`src/host_if_regs.svh`:
```
/*
  Register offsets, field positions, reset values and fixed codes of the
  host interface block. Assumes inclusion by bare name from src/.
*/
`ifndef HOST_IF_REGS_SVH
`define HOST_IF_REGS_SVH

// register indices; byte address is four times the index
`define IDX_CPU_IF      6'h02
`define IDX_PORT2       6'h03
`define IDX_IRQ_STATUS  6'h04
`define IDX_IRQ_MASK    6'h05
`define IDX_MODE        6'h06

// field positions
`define BIT_IRQ_PIN_SEL 0
`define BIT_P2B6_VALUE  0
`define BIT_P2B6_OE     1
`define BIT_MODE_PAR    0
`define BIT_MODE_SER    1
`define BIT_MODE_ICP    2

// interrupt event bits
`define EV_PAR_READ     0
`define EV_PAR_WRITE    1
`define EV_SER_DONE     2
`define NUM_EVENTS      3

// reset values
`define RST_CPU_IF      1'h0
`define RST_PORT2       2'h0
`define RST_EVENTS      3'h0

// serial framing
`define SER_CNT_CMD     4'h7
`define SER_CNT_LAST    4'hF
`define SER_READ_BIT    7
`define MEM_AW          3
`define DATA_W          8

`endif

```
`src/host_if_pkg.sv`:
```
/*
  Types shared by the host interface block.
  Assumes host_if_regs.svh is compiled in the same unit.
*/
package host_if_pkg;
  typedef enum logic [1:0] {P_IDLE, P_READ, P_ACK} parState_t;
  typedef logic [7:0] byte_t;
endpackage : host_if_pkg

```
`src/host_if_mem.sv`:
```
/*
  Small byte store reached by the host over the parallel or serial port.
  Assumes one write and one read port, read data registered.
*/
`timescale 1ns/1ps
`default_nettype none
`include "host_if_regs.svh"
module host_if_mem
  import host_if_pkg::*;
(
  input  wire logic                  clk,
  input  wire logic                  rst_n,
  input  wire logic                  we,
  input  wire logic [`MEM_AW-1:0]    wrAddr,
  input  wire logic [`DATA_W-1:0]    wrData,
  input  wire logic [`MEM_AW-1:0]    rdAddr,
  output logic      [`DATA_W-1:0]    rdData
);
  byte_t store [2**`MEM_AW];

  always_ff @(posedge clk) begin
    if (we) begin
      store[wrAddr] <= wrData;
    end
  end

  always_ff @(posedge clk or negedge rst_n) begin
    if (!rst_n) begin
      rdData <= 8'h00;
    end else begin
      rdData <= store[rdAddr];
    end
  end
endmodule : host_if_mem
`default_nettype wire

```
`src/host_interface_signals.sv`:
```
/*
  Host-facing signal logic: parallel non-multiplexed port with address
  strobe and acknowledge, serial port on mosi/miso, steerable interrupt
  pin, and an APB register slave. Assumes inputs synchronous to clk.
*/
`timescale 1ns/1ps
`default_nettype none
`include "host_if_regs.svh"
module host_interface_signals
  import host_if_pkg::*;
(
  input  wire logic               clk,
  input  wire logic               rst_n,
  input  wire logic               interfaceSelLo,
  input  wire logic               interfaceSelHi,
  input  wire logic               rdStrobe_n,
  input  wire logic               wrStrobe_n,
  input  wire logic               addrValid,
  input  wire logic               hostRead,
  input  wire logic [`MEM_AW-1:0] hostAddr,
  input  wire logic [`DATA_W-1:0] hostDataIn,
  output logic      [`DATA_W-1:0] hostDataOut,
  output logic                    hostDataOe,
  output logic                    transferAck_nOut,
  output logic                    transferAck_nOe,
  input  wire logic               idleClkPol,
  input  wire logic               sclk,
  input  wire logic               serCs_n,
  input  wire logic               mosi,
  output logic                    misoOut,
  output logic                    misoOe,
  output logic                    irqPrimOut,
  output logic                    irqPrimOe,
  output logic                    halfRefEn,
  output logic                    irqAltOut,
  output logic                    irqAltOe,
  input  wire logic               psel,
  input  wire logic               penable,
  input  wire logic               pwrite,
  input  wire logic [7:0]         paddr,
  input  wire logic [31:0]        pwdata,
  output logic      [31:0]        prdata,
  output logic                    pready,
  output logic                    pslverr
);
  function automatic logic regHit(input logic [7:0] a, input logic [5:0] idx);
    regHit = (a[7:2] == idx) && (a[1:0] == 2'h0);
  endfunction : regHit
  logic                    captured_r;
  logic                    modePar_r;
  logic                    modeSer_r;
  parState_t               parState_r;
  logic                    ackLow_r;
  logic                    readAcc_r;
  logic [`DATA_W-1:0]      hostData_r;
  logic                    irqPinSelect_r;
  logic [1:0]              port2_r;
  logic [`NUM_EVENTS-1:0]  status_r;
  logic [`NUM_EVENTS-1:0]  statusNxt;
  logic [`NUM_EVENTS-1:0]  mask_r;
  logic [`NUM_EVENTS-1:0]  events;
  logic [31:0]             prdata_r;
  logic                    effClkPrev_r;
  logic [3:0]              serCnt_r;
  logic [`DATA_W-1:0]      serShift_r;
  logic [`DATA_W-1:0]      serCmd_r;
  logic [`DATA_W-1:0]      serTx_r;
  logic                    loadTx_r;
  logic [`DATA_W-1:0]      memRdData;
  // apb decode
  wire apbWr    = psel && penable && pwrite;
  wire apbSetup = psel && !penable;
  wire hitCpu   = regHit(paddr, `IDX_CPU_IF);
  wire hitPort2 = regHit(paddr, `IDX_PORT2);
  wire hitStat  = regHit(paddr, `IDX_IRQ_STATUS);
  wire hitMask  = regHit(paddr, `IDX_IRQ_MASK);
  wire hitMode  = regHit(paddr, `IDX_MODE);
  wire anyHit   = hitCpu || hitPort2 || hitStat || hitMask || hitMode;
  wire [31:0] rdMux =
      hitCpu   ? {31'h0, irqPinSelect_r} :
      hitPort2 ? {30'h0, port2_r} :
      hitStat  ? {29'h0, status_r} :
      hitMask  ? {29'h0, mask_r} :
      hitMode  ? {29'h0, idleClkPol, modeSer_r, modePar_r} : 32'h0;
  // parallel port decode
  wire parTake  = modePar_r && (parState_r == P_IDLE) && addrValid;
  wire parWrite = parTake && !hostRead;
  wire parRead  = parTake && hostRead;
  // serial port decode
  wire effClk   = sclk ^ idleClkPol;
  wire serAct   = modeSer_r && !serCs_n;
  wire serLead  = serAct && effClk && !effClkPrev_r;
  wire serTrail = serAct && !effClk && effClkPrev_r;
  wire [`DATA_W-1:0] serByte = {serShift_r[`DATA_W-2:0], mosi};
  wire serCmdEnd = serLead && (serCnt_r == `SER_CNT_CMD);
  wire serEnd    = serLead && (serCnt_r == `SER_CNT_LAST);
  wire serWrite  = serEnd && !serCmd_r[`SER_READ_BIT];
  wire                memWe   = parWrite || serWrite;
  wire [`MEM_AW-1:0]  memWrA  = modeSer_r ? serCmd_r[`MEM_AW-1:0] : hostAddr;
  wire [`DATA_W-1:0]  memWrD  = modeSer_r ? serByte : hostDataIn;
  wire [`MEM_AW-1:0]  memRdA  = modeSer_r ? serByte[`MEM_AW-1:0] : hostAddr;
  host_if_mem u_mem (
    .clk    (clk),
    .rst_n  (rst_n),
    .we     (memWe),
    .wrAddr (memWrA),
    .wrData (memWrD),
    .rdAddr (memRdA),
    .rdData (memRdData)
  );
  // mode caught at the first edge after reset release
  always_ff @(posedge clk or negedge rst_n) begin
    if (!rst_n) begin
      captured_r <= 1'b0;
      modePar_r  <= 1'b0;
      modeSer_r  <= 1'b0;
    end else if (!captured_r) begin
      captured_r <= 1'b1;
      modePar_r  <= interfaceSelHi && interfaceSelLo;
      modeSer_r  <= !(interfaceSelHi || interfaceSelLo || rdStrobe_n
                      || wrStrobe_n);
    end
  end
  // parallel access handshake
  always_ff @(posedge clk or negedge rst_n) begin
    if (!rst_n) begin
      parState_r  <= P_IDLE;
      ackLow_r    <= 1'b0;
      readAcc_r   <= 1'b0;
      hostData_r  <= 8'h00;
    end else begin
      unique case (parState_r)
        P_IDLE: begin
          if (parWrite) begin
            ackLow_r   <= 1'b1;
            readAcc_r  <= 1'b0;
            parState_r <= P_ACK;
          end else if (parRead) begin
            parState_r <= P_READ;
          end
        end
        P_READ: begin
          hostData_r <= memRdData;
          readAcc_r  <= 1'b1;
          ackLow_r   <= 1'b1;
          parState_r <= P_ACK;
        end
        P_ACK: begin
          if (!addrValid) begin
            ackLow_r   <= 1'b0;
            readAcc_r  <= 1'b0;
            parState_r <= P_IDLE;
          end
        end
      endcase
    end
  end
  assign hostDataOut      = hostData_r;
  assign hostDataOe       = ackLow_r && readAcc_r;
  assign transferAck_nOut = !ackLow_r;
  assign transferAck_nOe  = modePar_r;
  // serial shifting
  always_ff @(posedge clk or negedge rst_n) begin
    if (!rst_n) begin
      effClkPrev_r <= 1'b0;
      serCnt_r     <= 4'h0;
      serShift_r   <= 8'h00;
      serCmd_r     <= 8'h00;
      serTx_r      <= 8'hFF;
      loadTx_r     <= 1'b0;
    end else begin
      effClkPrev_r <= effClk;
      loadTx_r     <= serCmdEnd && serByte[`SER_READ_BIT];
      if (!serAct) begin
        serCnt_r <= 4'h0;
        serTx_r  <= 8'hFF;
      end else begin
        if (serLead) begin
          serShift_r <= serByte;
          serCnt_r   <= serCnt_r + 4'h1;
        end
        if (serCmdEnd) serCmd_r <= serByte;
        if (loadTx_r) serTx_r <= memRdData;
        else if (serTrail) serTx_r <= {serTx_r[`DATA_W-2:0], 1'b1};
      end
    end
  end
  assign misoOut = 1'b0;
  assign misoOe  = serAct && !serTx_r[`DATA_W-1];
  // interrupt status, set wins over write-one-to-clear
  assign events[`EV_PAR_READ]  = parState_r == P_READ;
  assign events[`EV_PAR_WRITE] = parWrite;
  assign events[`EV_SER_DONE]  = serEnd;
  genvar g;
  generate
    for (g = 0; g < `NUM_EVENTS; g++) begin : g_stat
      assign statusNxt[g] = events[g] ||
          (status_r[g] && !(apbWr && hitStat && pwdata[g]));
    end
  endgenerate
  wire irqPending = |(status_r & mask_r);
  // apb registers
  always_ff @(posedge clk or negedge rst_n) begin
    if (!rst_n) begin
      irqPinSelect_r <= `RST_CPU_IF;
      port2_r        <= `RST_PORT2;
      mask_r         <= `RST_EVENTS;
      status_r       <= `RST_EVENTS;
      prdata_r       <= 32'h0;
    end else begin
      status_r <= statusNxt;
      if (apbSetup) prdata_r <= rdMux;
      if (apbWr && hitCpu) irqPinSelect_r <= pwdata[`BIT_IRQ_PIN_SEL];
      if (apbWr && hitPort2) port2_r <= pwdata[`BIT_P2B6_OE:`BIT_P2B6_VALUE];
      if (apbWr && hitMask) mask_r <= pwdata[`NUM_EVENTS-1:0];
    end
  end
  assign prdata  = prdata_r;
  assign pready  = 1'b1;
  assign pslverr = psel && penable && !anyHit;
  // interrupt pin steering
  assign irqPrimOut = 1'b0;
  assign irqPrimOe  = !irqPinSelect_r && irqPending;
  assign halfRefEn  = irqPinSelect_r;
  assign irqAltOut  = irqPinSelect_r ? 1'b0 : port2_r[`BIT_P2B6_VALUE];
  assign irqAltOe   = irqPinSelect_r ? irqPending
                                     : port2_r[`BIT_P2B6_OE];
endmodule : host_interface_signals
`default_nettype wire

```
`config.mk`:
```
export PLATFORM = sky130hd
export DESIGN_NAME = host_interface_signals
export DESIGN_NICKNAME = d
export VERILOG_FILES = /design/src/host_if_pkg.sv /design/src/host_if_mem.sv /design/src/host_interface_signals.sv
export VERILOG_INCLUDE_DIRS = /design/src /design/src/src
export SDC_FILE = /design/constraint.sdc
export NUM_CORES = 1
export LEC_CHECK = 0
export BUFFER_PORTS_ARGS = -buffer_cell sky130_fd_sc_hd__buf_2
export CORE_MARGIN = 2
export CORE_UTILIZATION = 35
export CTS_CLUSTER_DIAMETER = 80
export CTS_CLUSTER_SIZE = 30
export DETAILED_ROUTE_END_ITERATION = 8
export PLACE_DENSITY_LB_ADDON = 0.12
export RECOVER_POWER = 100
export REMOVE_ABC_BUFFERS = 1
export SYNTH_ARGS = -nofsm -noshare
export SYNTH_HDL_FRONTEND = slang
export SYNTH_HIERARCHICAL = 1
export SYNTH_SLANG_ARGS = --single-unit
```
`constraint.sdc`:
```
create_clock -name clk -period 3.76 [get_ports clk]
set_input_delay 0.752 -clock clk [delete_from_list [all_inputs] [get_ports clk]]
set_output_delay 0.752 -clock clk [all_outputs]
set_load 0.1 [all_outputs]
```
* After elaboration in Yosys (flattened, before gate mapping)
Memory sizes are Yosys's and may differ from the RTL's. A register that Yosys moved wholly into a read port is not among the register bits. Index checks and enable logic that the tools add are counted.
Word-level totals: latch bits 0, bits in writable memories 64, output and inout bits 52, word-level logic and storage cells 131, memories kept 1, flip-flop bits (word level) 85, memory bits (read-only) 0
Cells by class: shift operators 0, reduce and logical (&&, ||, !) cells 69, multiply operators 0, add/subtract/negate cells 1, bitwise operators 2, magnitude comparators 0, equal/unequal tests 14, divide/modulo/power cells 0, mux-type cells 26
Memories:
- u_mem.store | words 8, width 8, read ports 1, clocked after Yosys merged registers in 1, wr ports 1, line host_if_mem.sv:19 | byte_t store [2**`MEM_AW];
Operators by type and width (count):
- logical AND 1 bit | 36
- 2-to-1 mux 8 bit | 4
- 2-to-1 mux 3 bit | 7
- equality test 6 x 3 -> 1 bit (second input constant) | 3
- zero test 1 bit | 15
- equality test 6 x 2 -> 1 bit (second input constant) | 2
- logical OR 1 bit | 11
- 2-to-1 mux 4 bit | 2
- AND reduction 2 bit | 4
- 2-to-1 mux 1 bit | 7
- 2-to-1 mux 2 bit | 3
- one-hot mux 1 bit (3 select lines) | 2
- one-hot mux 2 bit (3 select lines) | 1
- adder 4 x 1 -> 4 bit (second input constant) | 1
- equality test 4 x 3 -> 1 bit (second input constant) | 1
- equality test 4 bit (second input constant) | 1
- zero test 2 bit | 2
- inequality test 2 bit (second input constant) | 2
- AND 3 bit | 1
- inequality test 3 x 2 -> 1 bit (second input constant) | 1
- inequality test 3 bit (second input constant) | 1
- OR reduction 3 bit | 1
- equality test 2 x 1 -> 1 bit (second input constant) | 1
- equality test 2 bit (second input constant) | 1
- 2 further kinds | 2

* Logic depth before layout (Yosys ltp)
word-level depth 9, mapped depth 8

* By module
Netlist, hierarchy kept.
Modules (own cells, without submodules):
- host_interface_signals | cells each 273, times used 1, area an instance 2911.5 sq um
- host_if_mem | cells each 114, times used 1, area an instance 2731.4 sq um

* Worst setup path after synthesis
OpenSTA, ideal clock, no wires.
kind register to output, from register irqPinSelect_r, in the netlist halfRefEn, to output port irqAltOe, buffers on the path 0, stages on the path, launching flop included 3, data arrival time 2544 ps, path slack 464 ps, cell sequence dfrtp_1 nor2_1 a21oi_1
Between the ends: cells in the longest elaborated chain, start to end 1
Ends and longest elaborated chain:
- from (decl) | line host_interface_signals.sv:56 | logic irqPinSelect_r;
- from (signal assigned) | line host_interface_signals.sv:205 | irqPinSelect_r <= `RST_CPU_IF;
- from (signal assigned) | line host_interface_signals.sv:213 | if (apbWr && hitCpu) irqPinSelect_r <= pwdata[`BIT_IRQ_PIN_SEL];
- 2-to-1 mux 1 bit | line host_interface_signals.sv:226 | assign irqAltOe = irqPinSelect_r ? irqPending
- to (decl) | line host_interface_signals.sv:36 | output logic irqAltOe,
Every way passes these cells.

* Final worst setup path
from register modeSer_r, to output port misoOe
Between the ends: cells in the longest elaborated chain, start to end 2
Ends and longest elaborated chain:
- from (decl) | line host_interface_signals.sv:51 | logic modeSer_r;
- from (signal assigned) | line host_interface_signals.sv:120 | modeSer_r <= !(interfaceSelHi || interfaceSelLo || rdStrobe_n
- logical AND 1 bit | line host_interface_signals.sv:91 | wire serAct = modeSer_r && !serCs_n;
- logical AND 1 bit | line host_interface_signals.sv:189 | assign misoOe = serAct && !serTx_r[`DATA_W-1];
- to (decl) | line host_interface_signals.sv:31 | output logic misoOe,
Every way passes these cells.

==> metrics.md <==
| Metric | Value |
|---|---|
| Initial antenna violation count | `0` |
| Nets | `between 500 and 600` |
| Routed Antenna Nets | `0` |
| Clock H-tree levels | `4` |
| Setup_tns | `0 ns` |
| Grt met2 use | `between 20% and 30%` |
| Via count | `between 3k and 4k` |
| Maxcap violations | `0` |
| Fin worst setup slack | `around 0.67 ns` |
| Crit Path Max Fanout | `21` |
| Clock Path Buffers | `2` |
| Final core occ | `41.8%` |
| Minimum clock period | `just over 3 ns` |
| Die area | `around 17000 µm²` |
| Largest net degree at the start of global routing | `28` |
| Vias in the first global route | `3324` |
| PD cells | `roughly 630 nW/µm²` |
| Post-CTS Hold Fix Bufs | `0` |
| Post-CTS Setup Inserts | `0` |
| Hold slack final | `~0.48 ns` |
| Clock latency on the worst-skew pair | `just over 0.4 ns` |
| Commonest cells post-synth | `edfxtp_1 (64), dfrtp_1 (52), mux2_2 (36)` |
| Fin crit share | `roughly 80%` |
| CTS tree | `done` |
| Placed Instances | `660` |
| Post-synth EDFFs | `between 60 and 70` |
| Port Buffers | `56` |
| Met1 usage | `roughly 18%` |
| Layout cells sized above 1 | `25.4%` |
| IO Pins | `between 100 and 150` |
| Maximum clock frequency | `approximately 0.32 GHz` |
| Crit path launch type | `register` |
| Count leader, synth | `edfxtp_1` |
| Final setup viols | `0` |
| Worst Skew | `around 0.0098 ns` |
| Global-route wire length before repair | `~18000 µm` |
| HP Class | `register to register` |
| Worst Path Arrival | `roughly 2.3 ns` |
| Final hold violations | `0` |
| Wire per inst | `between 15 and 20 µm` |
| TritonCTS Sinks | `124` |
| Most Crowded Layer GR | `met2` |
| Final total power | `approximately 4.2 mW` |
| Clock root cell | `clkbuf_16` |
| Total grt overflow | `0` |
| CTS resizes | `0` |
| Peak supply drop | `between 0.0003 and 0.0004 V` |
| Place WS | `~0.81 ns` |
| Post-synthesis average cell area | `around 15 µm²` |
| Inserted Clock Buffers | `17` |
| Mapped cell area | `approximately 5600 µm²` |
| P_leak | `~2.7 nW` |
| Most area-consuming cells after synthesis | `edfxtp_1 (34%), dfrtp_1 (23%), mux2_2 (7.2%)` |
| GPL Wtd Cong | `~0.77` |
| Dominant cell type by area after synthesis | `edfxtp_1` |
| Die X | `131 µm` |
| Finished Cell Area | `between 6000 and 7000 µm²` |
| Drc violations | `0` |
| Gr usage total | `around 14%` |
| Number of synthesized register bits | `roughly 120` |
| Slew Limit Headroom | `between 3 and 4%` |
| Setup crit end kind | `primary output` |
| Yosys warning total | `6` |
| Synth unique cells | `57` |
| Placed inst area | `6110 µm²` |
| Slew @ Worst Pin | `1.44 ns` |
| M3 GR Usage | `~4.1%` |
| Sequential-to-total area share from yosys stat | `60.8%` |
| Drt initial violations | `about 170` |
| Synth-to-Final Area Change | `17.3%` |
| Routed vias/inst | `around 4.6` |
| Synth top area share | `between 30% and 40%` |
| N_diodes | `0` |
| CP required | `~3.0 ns` |
| Unrepaired setup endpoints after global routing | `false` |
| Chip height | `131 µm` |
| Dpl hpwl | `~8000 µm` |
| Final Max Slew Viols | `0` |
| Num rows | `46` |
| Final Non-Filler Cells | `between 600 and 700` |
| CTS clk-pin slew, worst paths | `0.06 ns` |
| Total Routed Length | `~11000 µm` |
| Critical path class | `register to primary output` |
| Top_reg_cell synth | `edfxtp_1` |
| Async S/R FF share, synth | `around half` |
| Core ar. | `15800 µm²` |
| Post-Syn Instances | `around 390` |
| Initial Utilization | `35.7%` |
| Status | `complete, no violations` |
| Drt first pass iters | `4` |
per-layer routing:
layer / vias up / share of wire (%)
met5: - / 0
met4: 0 / 0.98
met3: 10 / 3.1
met2: 56 / 50
met1: 1594 / 46
li1: 1532 / -
final cells by class:
class                           count  area (µm²)
Fill cell                        1494        9210
Clock inverter                     15         188
Multi-Input combinational cell    236        1890
Timing Repair Buffer               74         370
Tap cell                          216         270
Clock buffer                       17         425
Sequential cell                   124        3430
Inverter                           10        37.5
sequential cells by signal, indices dropped and copies added (netlist names), 4 cells and up:
register      cells
u_mem/store      64
hostDataOut       8
serTx_r           8
u_mem/rdData      8
serShift_r        7
serCmd_r          4
serCnt_r          4
cells by family after synthesis:
logic type | share of synthesized area, %
AO/OA/AOI/OAI | 4.88
XOR/XNOR | 0.444
adder cells (fa/ha/maj) | 0.887
buffers and inverters | 6.65
flip-flops | 60.8
multiplexers | 17.4
other | 0.133
AND/OR/NAND/NOR | 8.76
path summary, 6_finish.rpt:
check                            start                 to  slack [ns]  depth (start not counted)
min                        serCmd_r[7]        serCmd_r[7]        0.48                          1
min reg2reg                serCmd_r[7]        serCmd_r[7]        0.48                          1
max in group asynchronous        rst_n     hostDataOut[1]        1.41                          2
max                          modeSer_r             misoOe        0.67                          5
min in group asynchronous        rst_n        serCmd_r[2]        0.50                          1
max reg2reg                  modeSer_r  u_mem/store[7][0]        0.68                          9
placed cells by master (no fill, tap or decap), drive strengths merged, types with 3 or more instances in the layout:
cell,count
a22oi,3
a31oi,8
buf,47
bufinv,3
clkbuf,44
clkinv,9
conb,33
dfrtp,52
dfstp,8
edfxtp,64
ha,4
inv,13
mux2,40
mux2i,10
mux4,16
nand2,31
nand2b,8
nand3,5
nor2,20
nor2b,4
nor3,3
o21ai,15
power breakdown:
group          internal [mW]  switching, mW  total [mW]
Combinational          0.190          0.762       0.952
Sequential              1.53         0.0515        1.58
Clock                   1.05          0.617        1.67
critical path: stages, from the launching register on:
cell and delay, ns:
dfrtp_1 0.32, clkbuf_1 0.73, nand2b_1 0.11, buf_4 0.21
nor2_1 0.09, clkbuf_2 0.46
No activity file was read; power rests on OpenSTA's default activity.
